===== config.mk =====
export PLATFORM = sky130hd
export DESIGN_NAME = dbirq_top
export DESIGN_NICKNAME = d
export VERILOG_FILES = /design/src/dbirq_pkg.sv /design/src/dbirq_w1_reg.sv /design/src/dbirq_top.sv
export SDC_FILE = /design/constraint.sdc
export NUM_CORES = 1
export LEC_CHECK = 0
export ABC_AREA = 1
export BUFFER_PORTS_ARGS = -buffer_cell sky130_fd_sc_hd__buf_2
export CAP_MARGIN = 5
export CORE_UTILIZATION = 28
export CTS_CLUSTER_DIAMETER = 60
export DETAILED_ROUTE_END_ITERATION = 16
export SETUP_SLACK_MARGIN = 0.2
export SLEW_MARGIN = 15
export SYNTH_ARGS = -nofsm -noshare
export SYNTH_HDL_FRONTEND = slang
export SYNTH_SLANG_ARGS = --single-unit

===== constraint.sdc =====
create_clock -name core_clk -period 1.58 [get_ports core_clk]
set_input_delay 0.158 -clock core_clk [delete_from_list [all_inputs] [get_ports core_clk]]
set_output_delay 0.158 -clock core_clk [all_outputs]
set_load 0.02 [all_outputs]

===== src/dbirq_pkg.sv =====
package dbirq_pkg;

   localparam int ADR_W   = 8;
   localparam int DAT_W   = 32;
   localparam int SEL_W   = 4;
   localparam int SIDE_W  = 16;
   localparam int PRI_LSB = 0;
   localparam int SEC_LSB = 16;
   localparam int EVT_W   = 2;
   localparam int EVT_PRI = 0;
   localparam int EVT_SEC = 1;

   localparam logic [ADR_W-1:0] OFS_REQ_CLR  = 8'h70;
   localparam logic [ADR_W-1:0] OFS_REQ_SET  = 8'h74;
   localparam logic [ADR_W-1:0] OFS_MSK_CLR  = 8'h78;
   localparam logic [ADR_W-1:0] OFS_MSK_SET  = 8'h7C;
   localparam logic [ADR_W-1:0] OFS_EVT_STAT = 8'hC0;
   localparam logic [ADR_W-1:0] OFS_EVT_MASK = 8'hC4;

   localparam logic [SIDE_W-1:0] REQ_RST     = 16'h0000;
   localparam logic [SIDE_W-1:0] MSK_RST     = 16'hFFFF;
   localparam logic [EVT_W-1:0]  EVT_RST     = 2'h0;
   localparam logic [EVT_W-1:0]  EVT_MSK_RST = 2'h3;
   localparam logic [DAT_W-1:0]  DAT_RST     = 32'h0000_0000;
   localparam logic [DAT_W-1:0]  UNMAPPED_RD = 32'h0000_0000;

   // cycles from the taking edge to the edge where ack is first seen high
   localparam int ACK_LATENCY = 1;

   typedef enum logic {
      BUS_IDLE,
      BUS_ACK
   } dbirq_bus_t;

endpackage


===== src/dbirq_w1_reg.sv =====
`timescale 1ns/1ps
module dbirq_w1_reg #(
   parameter int               WIDTH   = 16,
   parameter logic [WIDTH-1:0] RST_VAL = '0
) (
   input  wire logic             core_clk,
   input  wire logic             arst_n,
   input  wire logic             clkEn,
   input  wire logic [WIDTH-1:0] setBits,
   input  wire logic [WIDTH-1:0] clrBits,
   output logic      [WIDTH-1:0] q
);

   logic [WIDTH-1:0] qFf;
   logic [WIDTH-1:0] nxt_q;

   // set is applied after clear so a set in the clearing cycle is kept
   always_comb begin
      nxt_q = qFf;
      if (clkEn) begin
         nxt_q = (qFf & ~clrBits) | setBits;
      end
   end

   always_ff @(posedge core_clk or negedge arst_n) begin
      if (!arst_n) begin
         qFf <= RST_VAL;
      end else begin
         qFf <= nxt_q;
      end
   end

   assign q = qFf;

endmodule // dbirq_w1_reg


===== src/dbirq_top.sv =====
// Added by the designer: register access over Wishbone.
`timescale 1ns/1ps
module dbirq_top
   import dbirq_pkg::*;
(
   input  wire logic             core_clk,
   input  wire logic             arst_n,
   input  wire logic             clkEn,
   input  wire logic             wb_cyc_i,
   input  wire logic             wb_stb_i,
   input  wire logic             wb_we_i,
   input  wire logic [ADR_W-1:0] wb_adr_i,
   input  wire logic [SEL_W-1:0] wb_sel_i,
   input  wire logic [DAT_W-1:0] wb_dat_i,
   output logic      [DAT_W-1:0] wb_dat_o,
   output logic                  wb_ack_o,
   output logic                  priIrq,
   output logic                  secIrq,
   output logic                  irqOut
);

   // bus slave state
   dbirq_bus_t       busStFf;
   dbirq_bus_t       nxt_busSt;
   logic             ackFf;
   logic             nxt_ack;
   logic [DAT_W-1:0] datFf;
   logic [DAT_W-1:0] nxt_dat;

   // interrupt outputs
   logic             priIrqFf;
   logic             nxt_priIrq;
   logic             secIrqFf;
   logic             nxt_secIrq;
   logic             irqOutFf;
   logic             nxt_irqOut;

   // decode
   logic             take;
   logic             wrDo;
   logic [DAT_W-1:0] selMask;
   logic [DAT_W-1:0] wrData;
   logic             hitReqClr;
   logic             hitReqSet;
   logic             hitMskClr;
   logic             hitMskSet;
   logic             hitEvtStat;
   logic             hitEvtMask;
   logic [DAT_W-1:0] rdVal;

   // register contents
   logic [SIDE_W-1:0] priReq;
   logic [SIDE_W-1:0] secReq;
   logic [SIDE_W-1:0] priMsk;
   logic [SIDE_W-1:0] secMsk;
   logic [EVT_W-1:0]  evtStat;
   logic [EVT_W-1:0]  evtMsk;

   // per-register set and clear strobes
   logic [SIDE_W-1:0] priReqSet;
   logic [SIDE_W-1:0] priReqClr;
   logic [SIDE_W-1:0] secReqSet;
   logic [SIDE_W-1:0] secReqClr;
   logic [SIDE_W-1:0] priMskSet;
   logic [SIDE_W-1:0] priMskClr;
   logic [SIDE_W-1:0] secMskSet;
   logic [SIDE_W-1:0] secMskClr;
   logic [EVT_W-1:0]  evtSet;
   logic [EVT_W-1:0]  evtClr;
   logic [EVT_W-1:0]  evtMskSet;
   logic [EVT_W-1:0]  evtMskClr;
   logic              priPend;
   logic              secPend;

   // wishbone classic slave: ack one cycle after the request is seen,
   // write applied at the edge where ack is high, read data latched
   // at the taking edge so it is stable all through the ack cycle
   assign take = wb_cyc_i & wb_stb_i & (busStFf == BUS_IDLE);
   assign wrDo = wb_cyc_i & wb_stb_i & wb_we_i & ackFf;

   always_comb begin
      for (int b = 0; b < SEL_W; b++) begin
         selMask[b*8 +: 8] = {8{wb_sel_i[b]}};
      end
   end

   assign wrData     = wb_dat_i & selMask;
   assign hitReqClr  = wrDo & (wb_adr_i == OFS_REQ_CLR);
   assign hitReqSet  = wrDo & (wb_adr_i == OFS_REQ_SET);
   assign hitMskClr  = wrDo & (wb_adr_i == OFS_MSK_CLR);
   assign hitMskSet  = wrDo & (wb_adr_i == OFS_MSK_SET);
   assign hitEvtStat = wrDo & (wb_adr_i == OFS_EVT_STAT);
   assign hitEvtMask = wrDo & (wb_adr_i == OFS_EVT_MASK);

   always_comb begin
      nxt_busSt = busStFf;
      nxt_ack   = ackFf;
      nxt_dat   = datFf;
      if (clkEn) begin
         case (busStFf)
            BUS_IDLE: begin
               if (take) begin
                  nxt_busSt = BUS_ACK;
                  nxt_ack   = 1'b1;
                  if (!wb_we_i) begin
                     nxt_dat = rdVal;
                  end
               end
            end
            BUS_ACK: begin
               // ack drops after one cycle; master must release before next
               nxt_busSt = BUS_IDLE;
               nxt_ack   = 1'b0;
            end
            default: begin
               nxt_busSt = BUS_IDLE;
               nxt_ack   = 1'b0;
            end
         endcase
      end
   end

   always_ff @(posedge core_clk or negedge arst_n) begin
      if (!arst_n) begin
         busStFf <= BUS_IDLE;
         ackFf   <= 1'b0;
         datFf   <= DAT_RST;
      end else begin
         busStFf <= nxt_busSt;
         ackFf   <= nxt_ack;
         datFf   <= nxt_dat;
      end
   end

   // read mux; both request offsets show requests, both mask offsets
   // show masks, unmapped addresses read zero but are still acked
   always_comb begin
      case (wb_adr_i)
         OFS_REQ_CLR:  rdVal = {secReq, priReq};
         OFS_REQ_SET:  rdVal = {secReq, priReq};
         OFS_MSK_CLR:  rdVal = {secMsk, priMsk};
         OFS_MSK_SET:  rdVal = {secMsk, priMsk};
         OFS_EVT_STAT: rdVal = {{(DAT_W-EVT_W){1'b0}}, evtStat};
         OFS_EVT_MASK: rdVal = {{(DAT_W-EVT_W){1'b0}}, evtMsk};
         default:      rdVal = UNMAPPED_RD;
      endcase
   end

   // doorbell request and mask strobes
   assign priReqClr = hitReqClr ? wrData[PRI_LSB +: SIDE_W] : REQ_RST;
   assign secReqClr = hitReqClr ? wrData[SEC_LSB +: SIDE_W] : REQ_RST;
   assign priReqSet = hitReqSet ? wrData[PRI_LSB +: SIDE_W] : REQ_RST;
   assign secReqSet = hitReqSet ? wrData[SEC_LSB +: SIDE_W] : REQ_RST;
   assign priMskClr = hitMskClr ? wrData[PRI_LSB +: SIDE_W] : REQ_RST;
   assign secMskClr = hitMskClr ? wrData[SEC_LSB +: SIDE_W] : REQ_RST;
   assign priMskSet = hitMskSet ? wrData[PRI_LSB +: SIDE_W] : REQ_RST;
   assign secMskSet = hitMskSet ? wrData[SEC_LSB +: SIDE_W] : REQ_RST;

   dbirq_w1_reg #(.WIDTH(SIDE_W), .RST_VAL(REQ_RST)) u_priReq (
      .core_clk (core_clk),
      .arst_n   (arst_n),
      .clkEn    (clkEn),
      .setBits  (priReqSet),
      .clrBits  (priReqClr),
      .q        (priReq)
   );

   dbirq_w1_reg #(.WIDTH(SIDE_W), .RST_VAL(REQ_RST)) u_secReq (
      .core_clk (core_clk),
      .arst_n   (arst_n),
      .clkEn    (clkEn),
      .setBits  (secReqSet),
      .clrBits  (secReqClr),
      .q        (secReq)
   );

   dbirq_w1_reg #(.WIDTH(SIDE_W), .RST_VAL(MSK_RST)) u_priMsk (
      .core_clk (core_clk),
      .arst_n   (arst_n),
      .clkEn    (clkEn),
      .setBits  (priMskSet),
      .clrBits  (priMskClr),
      .q        (priMsk)
   );

   dbirq_w1_reg #(.WIDTH(SIDE_W), .RST_VAL(MSK_RST)) u_secMsk (
      .core_clk (core_clk),
      .arst_n   (arst_n),
      .clkEn    (clkEn),
      .setBits  (secMskSet),
      .clrBits  (secMskClr),
      .q        (secMsk)
   );

   // event status: a doorbell bit going from 0 to 1 on either side;
   // set beats the one-to-clear so a ring during the clear survives
   assign evtSet[EVT_PRI] = |(priReqSet & ~priReq);
   assign evtSet[EVT_SEC] = |(secReqSet & ~secReq);
   assign evtClr          = hitEvtStat ? wrData[EVT_W-1:0] : EVT_RST;
   // plain read/write mask built from set and clear of the written word
   assign evtMskSet       = hitEvtMask ? wrData[EVT_W-1:0] : EVT_RST;
   assign evtMskClr       = hitEvtMask ? ~wrData[EVT_W-1:0] : EVT_RST;

   dbirq_w1_reg #(.WIDTH(EVT_W), .RST_VAL(EVT_RST)) u_evtStat (
      .core_clk (core_clk),
      .arst_n   (arst_n),
      .clkEn    (clkEn),
      .setBits  (evtSet),
      .clrBits  (evtClr),
      .q        (evtStat)
   );

   dbirq_w1_reg #(.WIDTH(EVT_W), .RST_VAL(EVT_MSK_RST)) u_evtMsk (
      .core_clk (core_clk),
      .arst_n   (arst_n),
      .clkEn    (clkEn),
      .setBits  (evtMskSet),
      .clrBits  (evtMskClr),
      .q        (evtMsk)
   );

   // interrupt lines, registered so each output leaves a flip-flop;
   // costs one cycle of latency after the request bit changes
   assign priPend = |(priReq & ~priMsk);
   assign secPend = |(secReq & ~secMsk);

   always_comb begin
      nxt_priIrq = priIrqFf;
      nxt_secIrq = secIrqFf;
      nxt_irqOut = irqOutFf;
      if (clkEn) begin
         nxt_priIrq = priPend;
         nxt_secIrq = secPend;
         nxt_irqOut = |(evtStat & ~evtMsk);
      end
   end

   always_ff @(posedge core_clk or negedge arst_n) begin
      if (!arst_n) begin
         priIrqFf <= 1'b0;
         secIrqFf <= 1'b0;
         irqOutFf <= 1'b0;
      end else begin
         priIrqFf <= nxt_priIrq;
         secIrqFf <= nxt_secIrq;
         irqOutFf <= nxt_irqOut;
      end
   end

   assign wb_ack_o = ackFf;
   assign wb_dat_o = datFf;
   assign priIrq   = priIrqFf;
   assign secIrq   = secIrqFf;
   assign irqOut   = irqOutFf;

   logic [SIDE_W-1:0] wrLo;
   logic [SIDE_W-1:0] wrHi;
   assign wrLo = wrData[PRI_LSB +: SIDE_W];
   assign wrHi = wrData[SEC_LSB +: SIDE_W];
endmodule // dbirq_top


==> results of run 1 <==
-- routing by layer --
metal / share of wire (%) / global-route usage [%] / vias to the layer above
li1: - / - / 2683
met1: 46 / 24.90 / 2642
met2: 47 / 29.22 / 171
met3: 5.2 / 3.219 / 19
met4: 1.7 / 5.829 / 0
met5: 0 / 0 / -
-- placed cells by master (no fill, tap or decap), types with 2 or more instances in the layout --
cell                        instances
sky130_fd_sc_hd__o21ai_0           37
sky130_fd_sc_hd__dfrtp_1           70
sky130_fd_sc_hd__nor4_1             2
sky130_fd_sc_hd__nor2_1            14
sky130_fd_sc_hd__clkbuf_16         11
sky130_fd_sc_hd__buf_2             84
sky130_fd_sc_hd__nand3_4            2
sky130_fd_sc_hd__nand2_1          210
sky130_fd_sc_hd__clkbuf_1           6
sky130_fd_sc_hd__nand2_4           14
sky130_fd_sc_hd__nor3_1             2
sky130_fd_sc_hd__o21ai_2           32
sky130_fd_sc_hd__buf_4             26
sky130_fd_sc_hd__nand3_1           35
sky130_fd_sc_hd__buf_6             12
sky130_fd_sc_hd__buf_12            15
sky130_fd_sc_hd__nand4_1           29
sky130_fd_sc_hd__o21ai_1           72
sky130_fd_sc_hd__buf_16             5
sky130_fd_sc_hd__dfstp_2           34
sky130_fd_sc_hd__nor3_4             2
sky130_fd_sc_hd__inv_1             80
sky130_fd_sc_hd__nand2_2           35
sky130_fd_sc_hd__o22ai_1           15
sky130_fd_sc_hd__nor2_4             3
sky130_fd_sc_hd__buf_8              2
sky130_fd_sc_hd__o22ai_2            2
sky130_fd_sc_hd__inv_2              4
-- flip-flops by register name (all words and copies together), names as in the netlist, 2 cells and up, named ones only --
name         count
u_evtStat.q      2
wb_dat_o        32
u_secReq.q      16
u_secMsk.q      16
u_priMsk.q      16
u_priReq.q      16
-- through the flow --
step / setup TNS (ns) / hold WS, ns
floorplan: 0 / -0.1376
global placement: -0.6989 / 0.09196
detailed placement: -1.760 / 0.09371
CTS: 0 / 0.08039
global route: -0.07603 / 0.08087
finish: 0 / 0.08408
-- power by group through the flow --
stage	sequential (mW)	clock (mW)	combinational [mW]
after detailed placement	2.77	0	0.407
after CTS	2.72	2.09	0.449
final	2.72	2.06	0.470
after global placement	2.77	0	0.407
after global routing	2.72	2.20	0.518
after floorplan	2.78	0	0.169
-- worst max path at each step --
| stage | startpoint | to | slack [ns] |
|---|---|---|---|
| 2_1_floorplan | wb_ack_o$_DFFE_PN0P_ | u_priReq.q[4]$_DFFE_PN0P_ | 0.19 |
| 3_3_place_gp | wb_adr_i[1] | wb_dat_o[1]$_DFFE_PN0P_ | -0.05 |
| 3_5_place_dp | busStFf$_DFFE_PN0P_ | wb_dat_o[0]$_DFFE_PN0P_ | -0.07 |
| 4_1_cts | wb_ack_o$_DFFE_PN0P_ | u_evtStat.q[1]$_DFFE_PN0P_ | 0.03 |
| 5_1_grt | wb_ack_o$_DFFE_PN0P_ | u_evtStat.q[1]$_DFFE_PN0P_ | -0.05 |
| 6_report | wb_ack_o$_DFFE_PN0P_ | u_evtStat.q[1]$_DFFE_PN0P_ | 0.03 |
-- repair_timing --
item,in CTS,in global routing
hold endpoints to repair,15,0
setup buffers,14,3
cloned,7,2
hold buffers,1,0
pin swaps,12,25
endpoints found under the setup margin,99,99
resized for setup,81,132
-- kinds of logic after synthesis --
family / synth area share, %
AO/OA/AOI/OAI: 15.28
buffers and inverters: 9.766
flip-flops: 48.02
AND/OR/NAND/NOR: 26.94
-- worst max-delay path, cell delays in order, from the launching register on --
cell                      delay, ns
sky130_fd_sc_hd__dfrtp_2       0.41
sky130_fd_sc_hd__nand2_2       0.06
sky130_fd_sc_hd__inv_2         0.04
sky130_fd_sc_hd__nand2_4       0.07
sky130_fd_sc_hd__nor2_4        0.06
sky130_fd_sc_hd__buf_12        0.13
sky130_fd_sc_hd__buf_16        0.13
sky130_fd_sc_hd__nand4_1       0.07
sky130_fd_sc_hd__nand2_1       0.07
sky130_fd_sc_hd__nor2_1        0.09
sky130_fd_sc_hd__nand2_1       0.07
sky130_fd_sc_hd__o21ai_2       0.16
sky130_fd_sc_hd__nand2_1       0.07
-- layout make-up --
cell class,count,area share (%)
clock inverters,1,0.06579
clock buffers,15,3.257
repair buffers,147,16.81
well taps,265,4.359
inverters,86,4.342
multi-input cells,514,36.05
flip-flops and latches,105,35.12
==> impl_metrics.csv, run 1 <==
group,metric,value,unit
clock_tree,clk-insertion-delay-late,0.34,ns
clock_tree,cts-root-to-sink-buffers,2,
placement,dpl-instance-area,6524,um2
power_and_ir_drop,finalPower,5.254,mW
worst_setup_path,timing_worst_setup_path_type,"reg2reg",
detailed_routing,final_antenna_net_count,0,
timing,final.min_clock_period,1.551,ns
power_and_ir_drop,p_clk_share,39.2,%
worst_setup_path,worst_r2r_path_depth,12,
yosys,synth_enable_flop_cells,0,
timing,timing.fmax,644.8,MHz
timing,grt_setup_unrepaired,"yes",
placement,post-dp-hpwl,11750,um
worst_setup_path,timing.critical_path.from_type,"flop",
detailed_routing,drc,0,
timing,fin_skew,0.003492,ns
worst_setup_path,regToRegSetupSlack,0.03,ns
min_path,worstHoldPathType,"in2reg",
clock_tree,numCtsBuffers,9,
yosys,ys_warn_count,0,
timing,finalHoldViolations,0,
yosys,post-synth-top-area-cell,"sky130_fd_sc_hd__dfrtp_1",
worst_setup_path,crit_required,1.81,ns
clock_tree,ctsRootBufferMaster,"sky130_fd_sc_hd__clkbuf_16",
detailed_routing,post_drt_via_cell_ratio,4.868,
power_and_ir_drop,static-leakage-power,3.818,nW
timing,worst_slew_margin_rel,70.29,%
global_route,initial_antenna_violation_count,0,
yosys,synth_top_cells_by_area,"sky130_fd_sc_hd__dfrtp_1, sky130_fd_sc_hd__nand2_1, sky130_fd_sc_hd__dfstp_2",
power_and_ir_drop,cellPowerDensity,690.7,nW/um2
global_route,globalRouteOverflowTotal,0,
floorplanning,die_y,142.9,um
detailed_routing,route.vias.total,5515,
clock_tree,cts_tree,"done",
detailed_routing,drtIter0Drc,458,
worst_setup_path,r2r-end,"u_evtStat.q[1]$_DFFE_PN0P_",
timing,setup_ws,0.02924,ns
flow_run,cap_viol_max_count,0,
floorplanning,floorplan.initialDensity,28.57,%
worst_setup_path,reg2reg_from,"wb_ack_o$_DFFE_PN0P_",
cells_and_area,postLayoutCellArea,7607,um2
outcome,result_of_the_run,"complete, no violations",
worst_setup_path,worstSetupEndpointType,"flop",
power_and_ir_drop,vdd_drop_max,0.4832,mV
cells_and_area,post_layout_nonfiller_instances,1133,
global_route,wire_length_of_the_first_global_routing_pass,28500,um
detailed_routing,first_pass_iters,4,
yosys,synth_sequential_area_ratio,48.02,%
power_and_ir_drop,power_report.internal_total,3.940,mW
yosys,yosys.cell_count.top_type,"sky130_fd_sc_hd__nand2_1",
worst_setup_path,worst-endpoint-arrival,1.78,ns
yosys,synth.cells.most_frequent,"sky130_fd_sc_hd__nand2_1, sky130_fd_sc_hd__o21ai_0, sky130_fd_sc_hd__inv_1, sky130_fd_sc_hd__dfrtp_1, sky130_fd_sc_hd__nand3_1",
timing,report.final.setup_viol,0,
cells_and_area,fill_cells,1982,
global_route,largest_net_degree_at_the_start_of_global_routing,69,
placement,placement.io_buffers,85,
detailed_routing,wirelength,18650,um
floorplanning,fp-row-count,51,
clock_tree,h-tree-depth,3,
floorplanning,io-pin-count,86,
cells_and_area,num_antenna_cells,0,
cells_and_area,post_route_cells_drive_above_1_share,33.64,%
cells_and_area,num-nets-final,913,
timing,maxSlewViolCount,0,
floorplanning,die_area,20430,um2
global_route,groute.usage.overall,18.26,%
cells_and_area,area_of_the_multi_input_gates,2743,um2
yosys,synth_fp_nets,796,
yosys,synthesis.area_per_instance,7.454,um2
cells_and_area,area.growth.synth_to_final,36.81,%
min_path,hp-start,"wb_dat_i[0]",
detailed_routing,wl_per_cell,16.46,um
power_and_ir_drop,power_frac_seq,51.8,%
clock_tree,cts.sinks,105,
placement,globalplace.congestion,0.8023,
timing,timing.final.crit_share,98.15,%
power_and_ir_drop,power_frac_comb,9.0,%
worst_setup_path,critical_path_peak_fanout,5,
yosys,yosys_most_used_dff,"sky130_fd_sc_hd__dfrtp_1",
floorplanning,core,19460,um2
timing,max_slew.worst_pin.slew,0.4410,ns
power_and_ir_drop,swShare,25.02,%
yosys,synth.top_cell.area_share,31.95,%
floorplanning,die_x,142.9,um
yosys,synth_area,5560,um2
yosys,synth_cells,746,
min_path,hold_path_depth,3,
cells_and_area,utilization,39.09,%
clock_tree,clkSlewWorstSetupHoldPaths,0.07,ns
yosys,synth_seq_cells,105,
cells_and_area,final-seq-area,2671,um2
placement,place_inst,1090,
power_and_ir_drop,power.switching,1.314,mW
yosys,synthDistinctLibCells,25,
placement,placement.setup.worst_slack,-0.07323,ns
yosys,async_flop_share,100.0,%
global_route,grt_pass1_vias,5246,
Power figures use the tool's default switching activity.
==> run 2, diff against run 1 <==
--- a/config.mk
+++ b/config.mk
@@ -8,9 +8,12 @@
 export ABC_AREA = 1
 export BUFFER_PORTS_ARGS = -buffer_cell sky130_fd_sc_hd__buf_2
 export CAP_MARGIN = 5
+export CELL_PAD_IN_SITES_DETAIL_PLACEMENT = 0
+export CELL_PAD_IN_SITES_GLOBAL_PLACEMENT = 1
 export CORE_UTILIZATION = 28
 export CTS_CLUSTER_DIAMETER = 60
 export DETAILED_ROUTE_END_ITERATION = 16
+export PLACE_DENSITY_LB_ADDON = 0.1
 export SETUP_SLACK_MARGIN = 0.2
 export SLEW_MARGIN = 15
 export SYNTH_ARGS = -nofsm -noshare
==> run 2 against run 1 <==
Clock-buffer cell count shrank 5. Sequential share of layout area grew 0.45 points. Non-clock buffer count shrank 1. Largest power group unchanged. Maximum frequency shrank 0.54%. Worst hold slack lost 0.028 ns. Global-route usage grew 1.6 points. Final cell count is essentially flat.
==> impl_metrics.csv, run 2 (synthesis results as in run 1) <==
group,metric,value,unit
outcome,result_of_the_run,"complete, no violations",
placement,placement.setup.worst_slack,-0.1183,ns
clock_tree,clk-insertion-delay-late,0.36,ns
detailed_routing,drtIter0Drc,342,
detailed_routing,wl_per_cell,17.90,um
timing,final.min_clock_period,1.559,ns
timing,timing.fmax,641.4,MHz
clock_tree,numCtsBuffers,9,
min_path,worstHoldPathType,"in2reg",
worst_setup_path,timing.critical_path.from_type,"flop",
power_and_ir_drop,p_clk_share,44.0,%
global_route,wire_length_of_the_first_global_routing_pass,30260,um
worst_setup_path,worst_r2r_path_depth,10,
timing,finalHoldViolations,0,
clock_tree,cts_tree,"done",
cells_and_area,num_antenna_cells,0,
worst_setup_path,crit_required,1.83,ns
timing,setup_ws,0.02082,ns
clock_tree,cts-root-to-sink-buffers,2,
placement,globalplace.congestion,0.7666,
cells_and_area,num-nets-final,912,
timing,maxSlewViolCount,0,
detailed_routing,route.vias.total,5457,
clock_tree,cts.sinks,105,
clock_tree,ctsRootBufferMaster,"sky130_fd_sc_hd__clkbuf_16",
worst_setup_path,r2r-end,"u_priReq.q[5]$_DFFE_PN0P_",
worst_setup_path,timing.critical_path.to,"u_priReq.q[5]$_DFFE_PN0P_",
clock_tree,clkSlewWorstSetupHoldPaths,0.07,ns
power_and_ir_drop,cellPowerDensity,750.9,nW/um2
clock_tree,h-tree-depth,3,
worst_setup_path,regToRegSetupSlack,0.02,ns
cells_and_area,area.growth.synth_to_final,35.08,%
timing,grt_setup_unrepaired,"yes",
floorplanning,core,19460,um2
power_and_ir_drop,power_frac_comb,7.8,%
power_and_ir_drop,power_frac_seq,48.2,%
detailed_routing,final_antenna_net_count,0,
flow_run,cap_viol_max_count,0,
global_route,grt_pass1_vias,5335,
cells_and_area,post_route_cells_drive_above_1_share,30.10,%
cells_and_area,layout_common_cells,"sky130_fd_sc_hd__nand2_1, sky130_fd_sc_hd__buf_2, sky130_fd_sc_hd__inv_1",
worst_setup_path,reg2reg_from,"wb_ack_o$_DFFE_PN0P_",
timing,max_slew.worst_pin.slew,0.6386,ns
power_and_ir_drop,finalPower,5.640,mW
floorplanning,die_y,142.9,um
placement,placement.io_buffers,85,
floorplanning,die_area,20430,um2
cells_and_area,postLayoutCellArea,7511,um2
global_route,groute.usage.overall,19.90,%
worst_setup_path,worstSetupEndpointType,"flop",
placement,dpl-instance-area,6569,um2
global_route,globalRouteOverflowTotal,0,
timing,fin_skew,0.007408,ns
detailed_routing,post_drt_via_cell_ratio,4.821,
floorplanning,io-pin-count,86,
timing,worst_slew_margin_rel,57.43,%
power_and_ir_drop,power.switching,1.410,mW
power_and_ir_drop,vdd_drop_max,0.5343,mV
timing,timing.final.crit_share,98.68,%
timing,totalNegativeSetupSlack,0,ns
power_and_ir_drop,static-leakage-power,3.735,nW
worst_setup_path,critical_path_peak_fanout,8,
global_route,initial_antenna_violation_count,0,
floorplanning,fp-row-count,51,
worst_setup_path,worst-endpoint-arrival,1.81,ns
detailed_routing,first_pass_iters,6,
detailed_routing,wirelength,20260,um
cells_and_area,largest_register_ffs,32,
floorplanning,floorplan.initialDensity,28.57,%
worst_setup_path,cp-startpoint,"wb_ack_o$_DFFE_PN0P_",
global_route,largest_net_degree_at_the_start_of_global_routing,106,
detailed_routing,drc,0,
placement,post-dp-hpwl,12240,um
floorplanning,die_x,142.9,um
power_and_ir_drop,power_report.internal_total,4.230,mW
cells_and_area,commonest_non_fill_non_tap_cell_in_the_layout,"sky130_fd_sc_hd__nand2_1",
worst_setup_path,timing_worst_setup_path_type,"reg2reg",
timing,report.final.setup_viol,0,
power_and_ir_drop,swShare,25.00,%
==> run 2: per-layer routing <==
layer | track usage [%] | routed length (um) | vias to the layer above
li1 | - | - | 2679
met1 | 29.29 | 10130 | 2629
met2 | 30.53 | 9013 | 132
met3 | 2.616 | 891 | 17
met4 | 4.867 | 221 | 0
met5 | 0 | 0 | -
==> run 2: repair_timing <==
| action | 4_1_cts | 5_1_grt |
|---|---|---|
| endpoints found under the setup margin | 68 | 99 |
| pin swaps | 7 | 26 |
| gates resized for setup | 44 | 98 |
| gates cloned | 3 | 6 |
| hold endpoints to repair | 71 | 0 |
| hold buffers | 1 | 0 |
| setup buffers | 9 | 6 |
==> run 2: final cells by class <==
class / count / area (um2)
fill: 2031 / 11950
sequential: 105 / 2671
multi-input combinational: 514 / 2586
timing repair buffer: 146 / 1282
tap: 265 / 331.6
inverter: 86 / 327.8
clock buffer: 10 / 229.0
clock inverter: 6 / 82.58
==> run 2: power by group through the flow <==
stage               registers (mW)  clock network (mW)  logic [mW]
CTS                           2.72                2.53       0.428
finish                        2.72                2.48       0.440
floorplan                     2.78                   0       0.169
global placement              2.77                   0       0.407
detailed placement            2.77                   0       0.410
global route                  2.72                2.64       0.492
==> run 2: worst min-delay path by stage <==
stage,startpoint,end,cells past startpoint
2_1_floorplan,arst_n,busStFf$_DFFE_PN0P_,0
3_3_place_gp,arst_n,u_priReq.q[8]$_DFFE_PN0P_,2
3_5_place_dp,arst_n,u_priReq.q[8]$_DFFE_PN0P_,2
4_1_cts,wb_dat_i[0],flop,3
5_1_grt,wb_dat_i[0],flop,3
6_report,wb_dat_i[0],flop,3
==> run 2: worst max-delay path, cell delays in order (launching register included) <==
cell,delay [ns]
sky130_fd_sc_hd__dfrtp_2,0.37
sky130_fd_sc_hd__nand2_2,0.05
sky130_fd_sc_hd__inv_2,0.06
sky130_fd_sc_hd__nand2_4,0.05
sky130_fd_sc_hd__buf_4,0.15
sky130_fd_sc_hd__inv_6,0.08
sky130_fd_sc_hd__nand4_1,0.16
sky130_fd_sc_hd__buf_6,0.18
sky130_fd_sc_hd__clkbuf_16,0.18
sky130_fd_sc_hd__o21ai_2,0.11
sky130_fd_sc_hd__nand2_1,0.06
==> run 2: stage by stage <==
step	hold slack (ns)	utilization [%]	cells
floorplan	-0.1376	-	746
global placement	0.2889	33.75	1091
detailed placement	0.2992	33.75	1091
CTS	0.05029	36.39	1120
global route	0.06695	38.59	1132
finish	0.05586	38.59	1132
==> run 3, diff against run 2 <==
--- a/config.mk
+++ b/config.mk
@@ -10,6 +10,7 @@
 export CAP_MARGIN = 5
 export CELL_PAD_IN_SITES_DETAIL_PLACEMENT = 0
 export CELL_PAD_IN_SITES_GLOBAL_PLACEMENT = 1
+export CORE_MARGIN = 4
 export CORE_UTILIZATION = 28
 export CTS_CLUSTER_DIAMETER = 60
 export DETAILED_ROUTE_END_ITERATION = 16
==> run 3 against run 2 <==
Core utilization down 1.4 points. Die area up 8.6%. Worst hold slack better by 0.019 ns. Final cell count down 1.2%. Maximum frequency up 0.25%. Design area down 3.2%. First-iteration DRC count up 45%. Register-to-register slack about the same. Clock-buffer cell count up 1. Combinational power up 4.5%. Global-route usage down 2.0 points. Sequential power about the same. Critical path type unchanged. Critical endpoint is now u_evtStat.q[1]$_DFFE_PN0P_. Largest cell class unchanged.
==> impl_metrics.csv, run 3 (synthesis results as in run 1) <==
group,metric,value,unit
floorplanning,floorplan.initialDensity,28.48,%
worst_setup_path,critical_path_peak_fanout,16,
timing,timing.fmax,643.0,MHz
clock_tree,h-tree-depth,3,
timing,final.min_clock_period,1.555,ns
worst_setup_path,timing.critical_path.from_type,"flop",
global_route,initial_antenna_violation_count,0,
worst_setup_path,slowest_stage,"sky130_fd_sc_hd__dfrtp_2",
worst_setup_path,worst_path_cell_trace,"nand2_2, inv_2, nand2_4, nor2_4, buf_12, nand4_1, nand2_1, nor2_1, nand2_1, o21ai_2, nand2_1",
global_route,grt_pass1_vias,5439,
power_and_ir_drop,swShare,25.10,%
floorplanning,fp-row-count,51,
worst_setup_path,crit_required,1.82,ns
detailed_routing,drc,0,
clock_tree,cts-root-to-sink-buffers,2,
cells_and_area,utilization,37.23,%
timing,grt_setup_unrepaired,"yes",
clock_tree,clkSlewWorstSetupHoldPaths,0.07,ns
detailed_routing,route.vias.total,5317,
detailed_routing,drtIter0Drc,495,
cells_and_area,post_route_cells_drive_above_1_share,27.43,%
worst_setup_path,worst_r2r_path_depth,11,
cells_and_area,num_antenna_cells,0,
worst_setup_path,timing.critical_path.to,"u_evtStat.q[1]$_DFFE_PN0P_",
worst_setup_path,cp-startpoint,"wb_ack_o$_DFFE_PN0P_",
worst_setup_path,regToRegSetupSlack,0.02,ns
power_and_ir_drop,vdd_drop_max,0.5318,mV
cells_and_area,area.growth.synth_to_final,30.74,%
floorplanning,io-pin-count,86,
detailed_routing,final_antenna_net_count,0,
power_and_ir_drop,p_clk_share,42.4,%
worst_setup_path,max_stage_delay,0.41,ns
clock_tree,cts_tree,"done",
placement,placement.io_buffers,85,
timing,fin_skew,0.006620,ns
global_route,wire_length_of_the_first_global_routing_pass,30850,um
power_and_ir_drop,power_frac_seq,49.3,%
floorplanning,die_y,148.9,um
worst_setup_path,library_cell_appearing_most_often_on_the_critical_path,"sky130_fd_sc_hd__nand2_1",
worst_setup_path,timing_worst_setup_path_type,"reg2reg",
cells_and_area,layout_common_cells,"sky130_fd_sc_hd__nand2_1, sky130_fd_sc_hd__o21ai_0, sky130_fd_sc_hd__buf_2",
cells_and_area,post_layout_nonfiller_instances,1118,
floorplanning,die_area,22180,um2
floorplanning,die_x,148.9,um
worst_setup_path,worstSetupEndpointType,"flop",
clock_tree,numCtsBuffers,9,
timing,timing.final.crit_share,98.44,%
outcome,result_of_the_run,"complete, no violations",
cells_and_area,largest_register_ffs,32,
placement,place_inst,1087,
power_and_ir_drop,static-leakage-power,3.606,nW
power_and_ir_drop,cellPowerDensity,759.3,nW/um2
worst_setup_path,r2r-end,"u_evtStat.q[1]$_DFFE_PN0P_",
global_route,largest_net_degree_at_the_start_of_global_routing,33,
timing,finalHoldViolations,0,
clock_tree,ctsRootBufferMaster,"sky130_fd_sc_hd__clkbuf_16",
cells_and_area,commonest_non_fill_non_tap_cell_in_the_layout,"sky130_fd_sc_hd__nand2_1",
worst_setup_path,reg2reg_from,"wb_ack_o$_DFFE_PN0P_",
min_path,worstHoldPathType,"in2reg",
detailed_routing,wirelength,19670,um
power_and_ir_drop,power_report.internal_total,4.134,mW
floorplanning,core,19530,um2
flow_run,cap_viol_max_count,0,
detailed_routing,wl_per_cell,17.59,um
timing,max_slew.worst_pin.slew,0.4567,ns
timing,maxSlewViolCount,0,
power_and_ir_drop,power_frac_comb,8.3,%
power_and_ir_drop,power.switching,1.385,mW
placement,post-dp-hpwl,13060,um
timing,worst_slew_margin_rel,69.56,%
global_route,groute.usage.overall,17.88,%
timing,report.final.setup_viol,0,
detailed_routing,first_pass_iters,5,
global_route,globalRouteOverflowTotal,0,
timing,totalNegativeSetupSlack,0,ns
clock_tree,cts.sinks,105,
min_path,hp-start,"wb_dat_i[1]",
cells_and_area,num-nets-final,898,
worst_setup_path,worst-endpoint-arrival,1.80,ns
placement,globalplace.congestion,0.7759,
clock_tree,clk-insertion-delay-late,0.36,ns
detailed_routing,post_drt_via_cell_ratio,4.756,
run 3: routing by layer:
| layer | up-vias | track usage [%] | share of wire (%) |
|---|---|---|---|
| met5 | - | 0 | 0 |
| met4 | 0 | 4.851 | 1.1 |
| met3 | 12 | 2.066 | 3.7 |
| met2 | 104 | 27.22 | 45 |
| met1 | 2562 | 26.89 | 51 |
| li1 | 2639 | - | - |
run 3: worst min-delay path by stage:
stage / to / slack (ns) / cells after the start
5_1_grt: flop / 0.10 / 3
4_1_cts: flop / 0.07 / 3
3_3_place_gp: wb_dat_o[9]$_DFFE_PN0P_ / 0.14 / 1
6_report: flop / 0.07 / 3
3_5_place_dp: u_priReq.q[8]$_DFFE_PN0P_ / 0.14 / 1
2_1_floorplan: busStFf$_DFFE_PN0P_ / -0.14 / 0
run 3: power by group through the flow:
stage | registers (mW) | clock network (mW) | logic, mW
after global placement | 2.77 | 0 | 0.427
after detailed placement | 2.77 | 0 | 0.430
after floorplan | 2.78 | 0 | 0.169
after global routing | 2.72 | 2.54 | 0.519
after CTS | 2.72 | 2.42 | 0.447
final | 2.72 | 2.34 | 0.460
run 3: worst max-delay path: cells and delay by family (launching register included):
kind | cells | cell delay, ns
and+or+nand+nor | 8 | 0.64
DFF | 1 | 0.41
AOI/OAI and AO/OA | 1 | 0.19
buffers and inverters | 2 | 0.20
run 3: per-stage QoR:
stage	setup slack, ns	power, mW	instance area (um2)	hold slack, ns
after detailed placement	-0.09775	3.197	6526	0.1416
after CTS	0.05139	5.582	7051	0.07334
after global placement	-0.06321	3.194	6526	0.1380
after global routing	-0.07178	5.778	7269	0.1042
after floorplan	0.1900	2.947	5589	-0.1376
final	0.02472	5.520	7269	0.07483
run 3: what timing repair did:
item,CTS,global route
buffers inserted,8,2
setup endpoints to repair,68,97
gates cloned,3,1
pin swaps,6,21
endpoints found under the hold margin,13,0
hold buffers,1,0
gates resized for setup,18,53
run 3: area by class of cell:
cell class / count / area, um2
clock buffers: 11 / 242.7
well taps: 265 / 331.6
multi-input cells: 514 / 2559
inverters: 86 / 322.8
flip-flops and latches: 105 / 2671
clock inverters: 5 / 55.05
fillers: 2102 / 12260
repair buffers: 132 / 1087
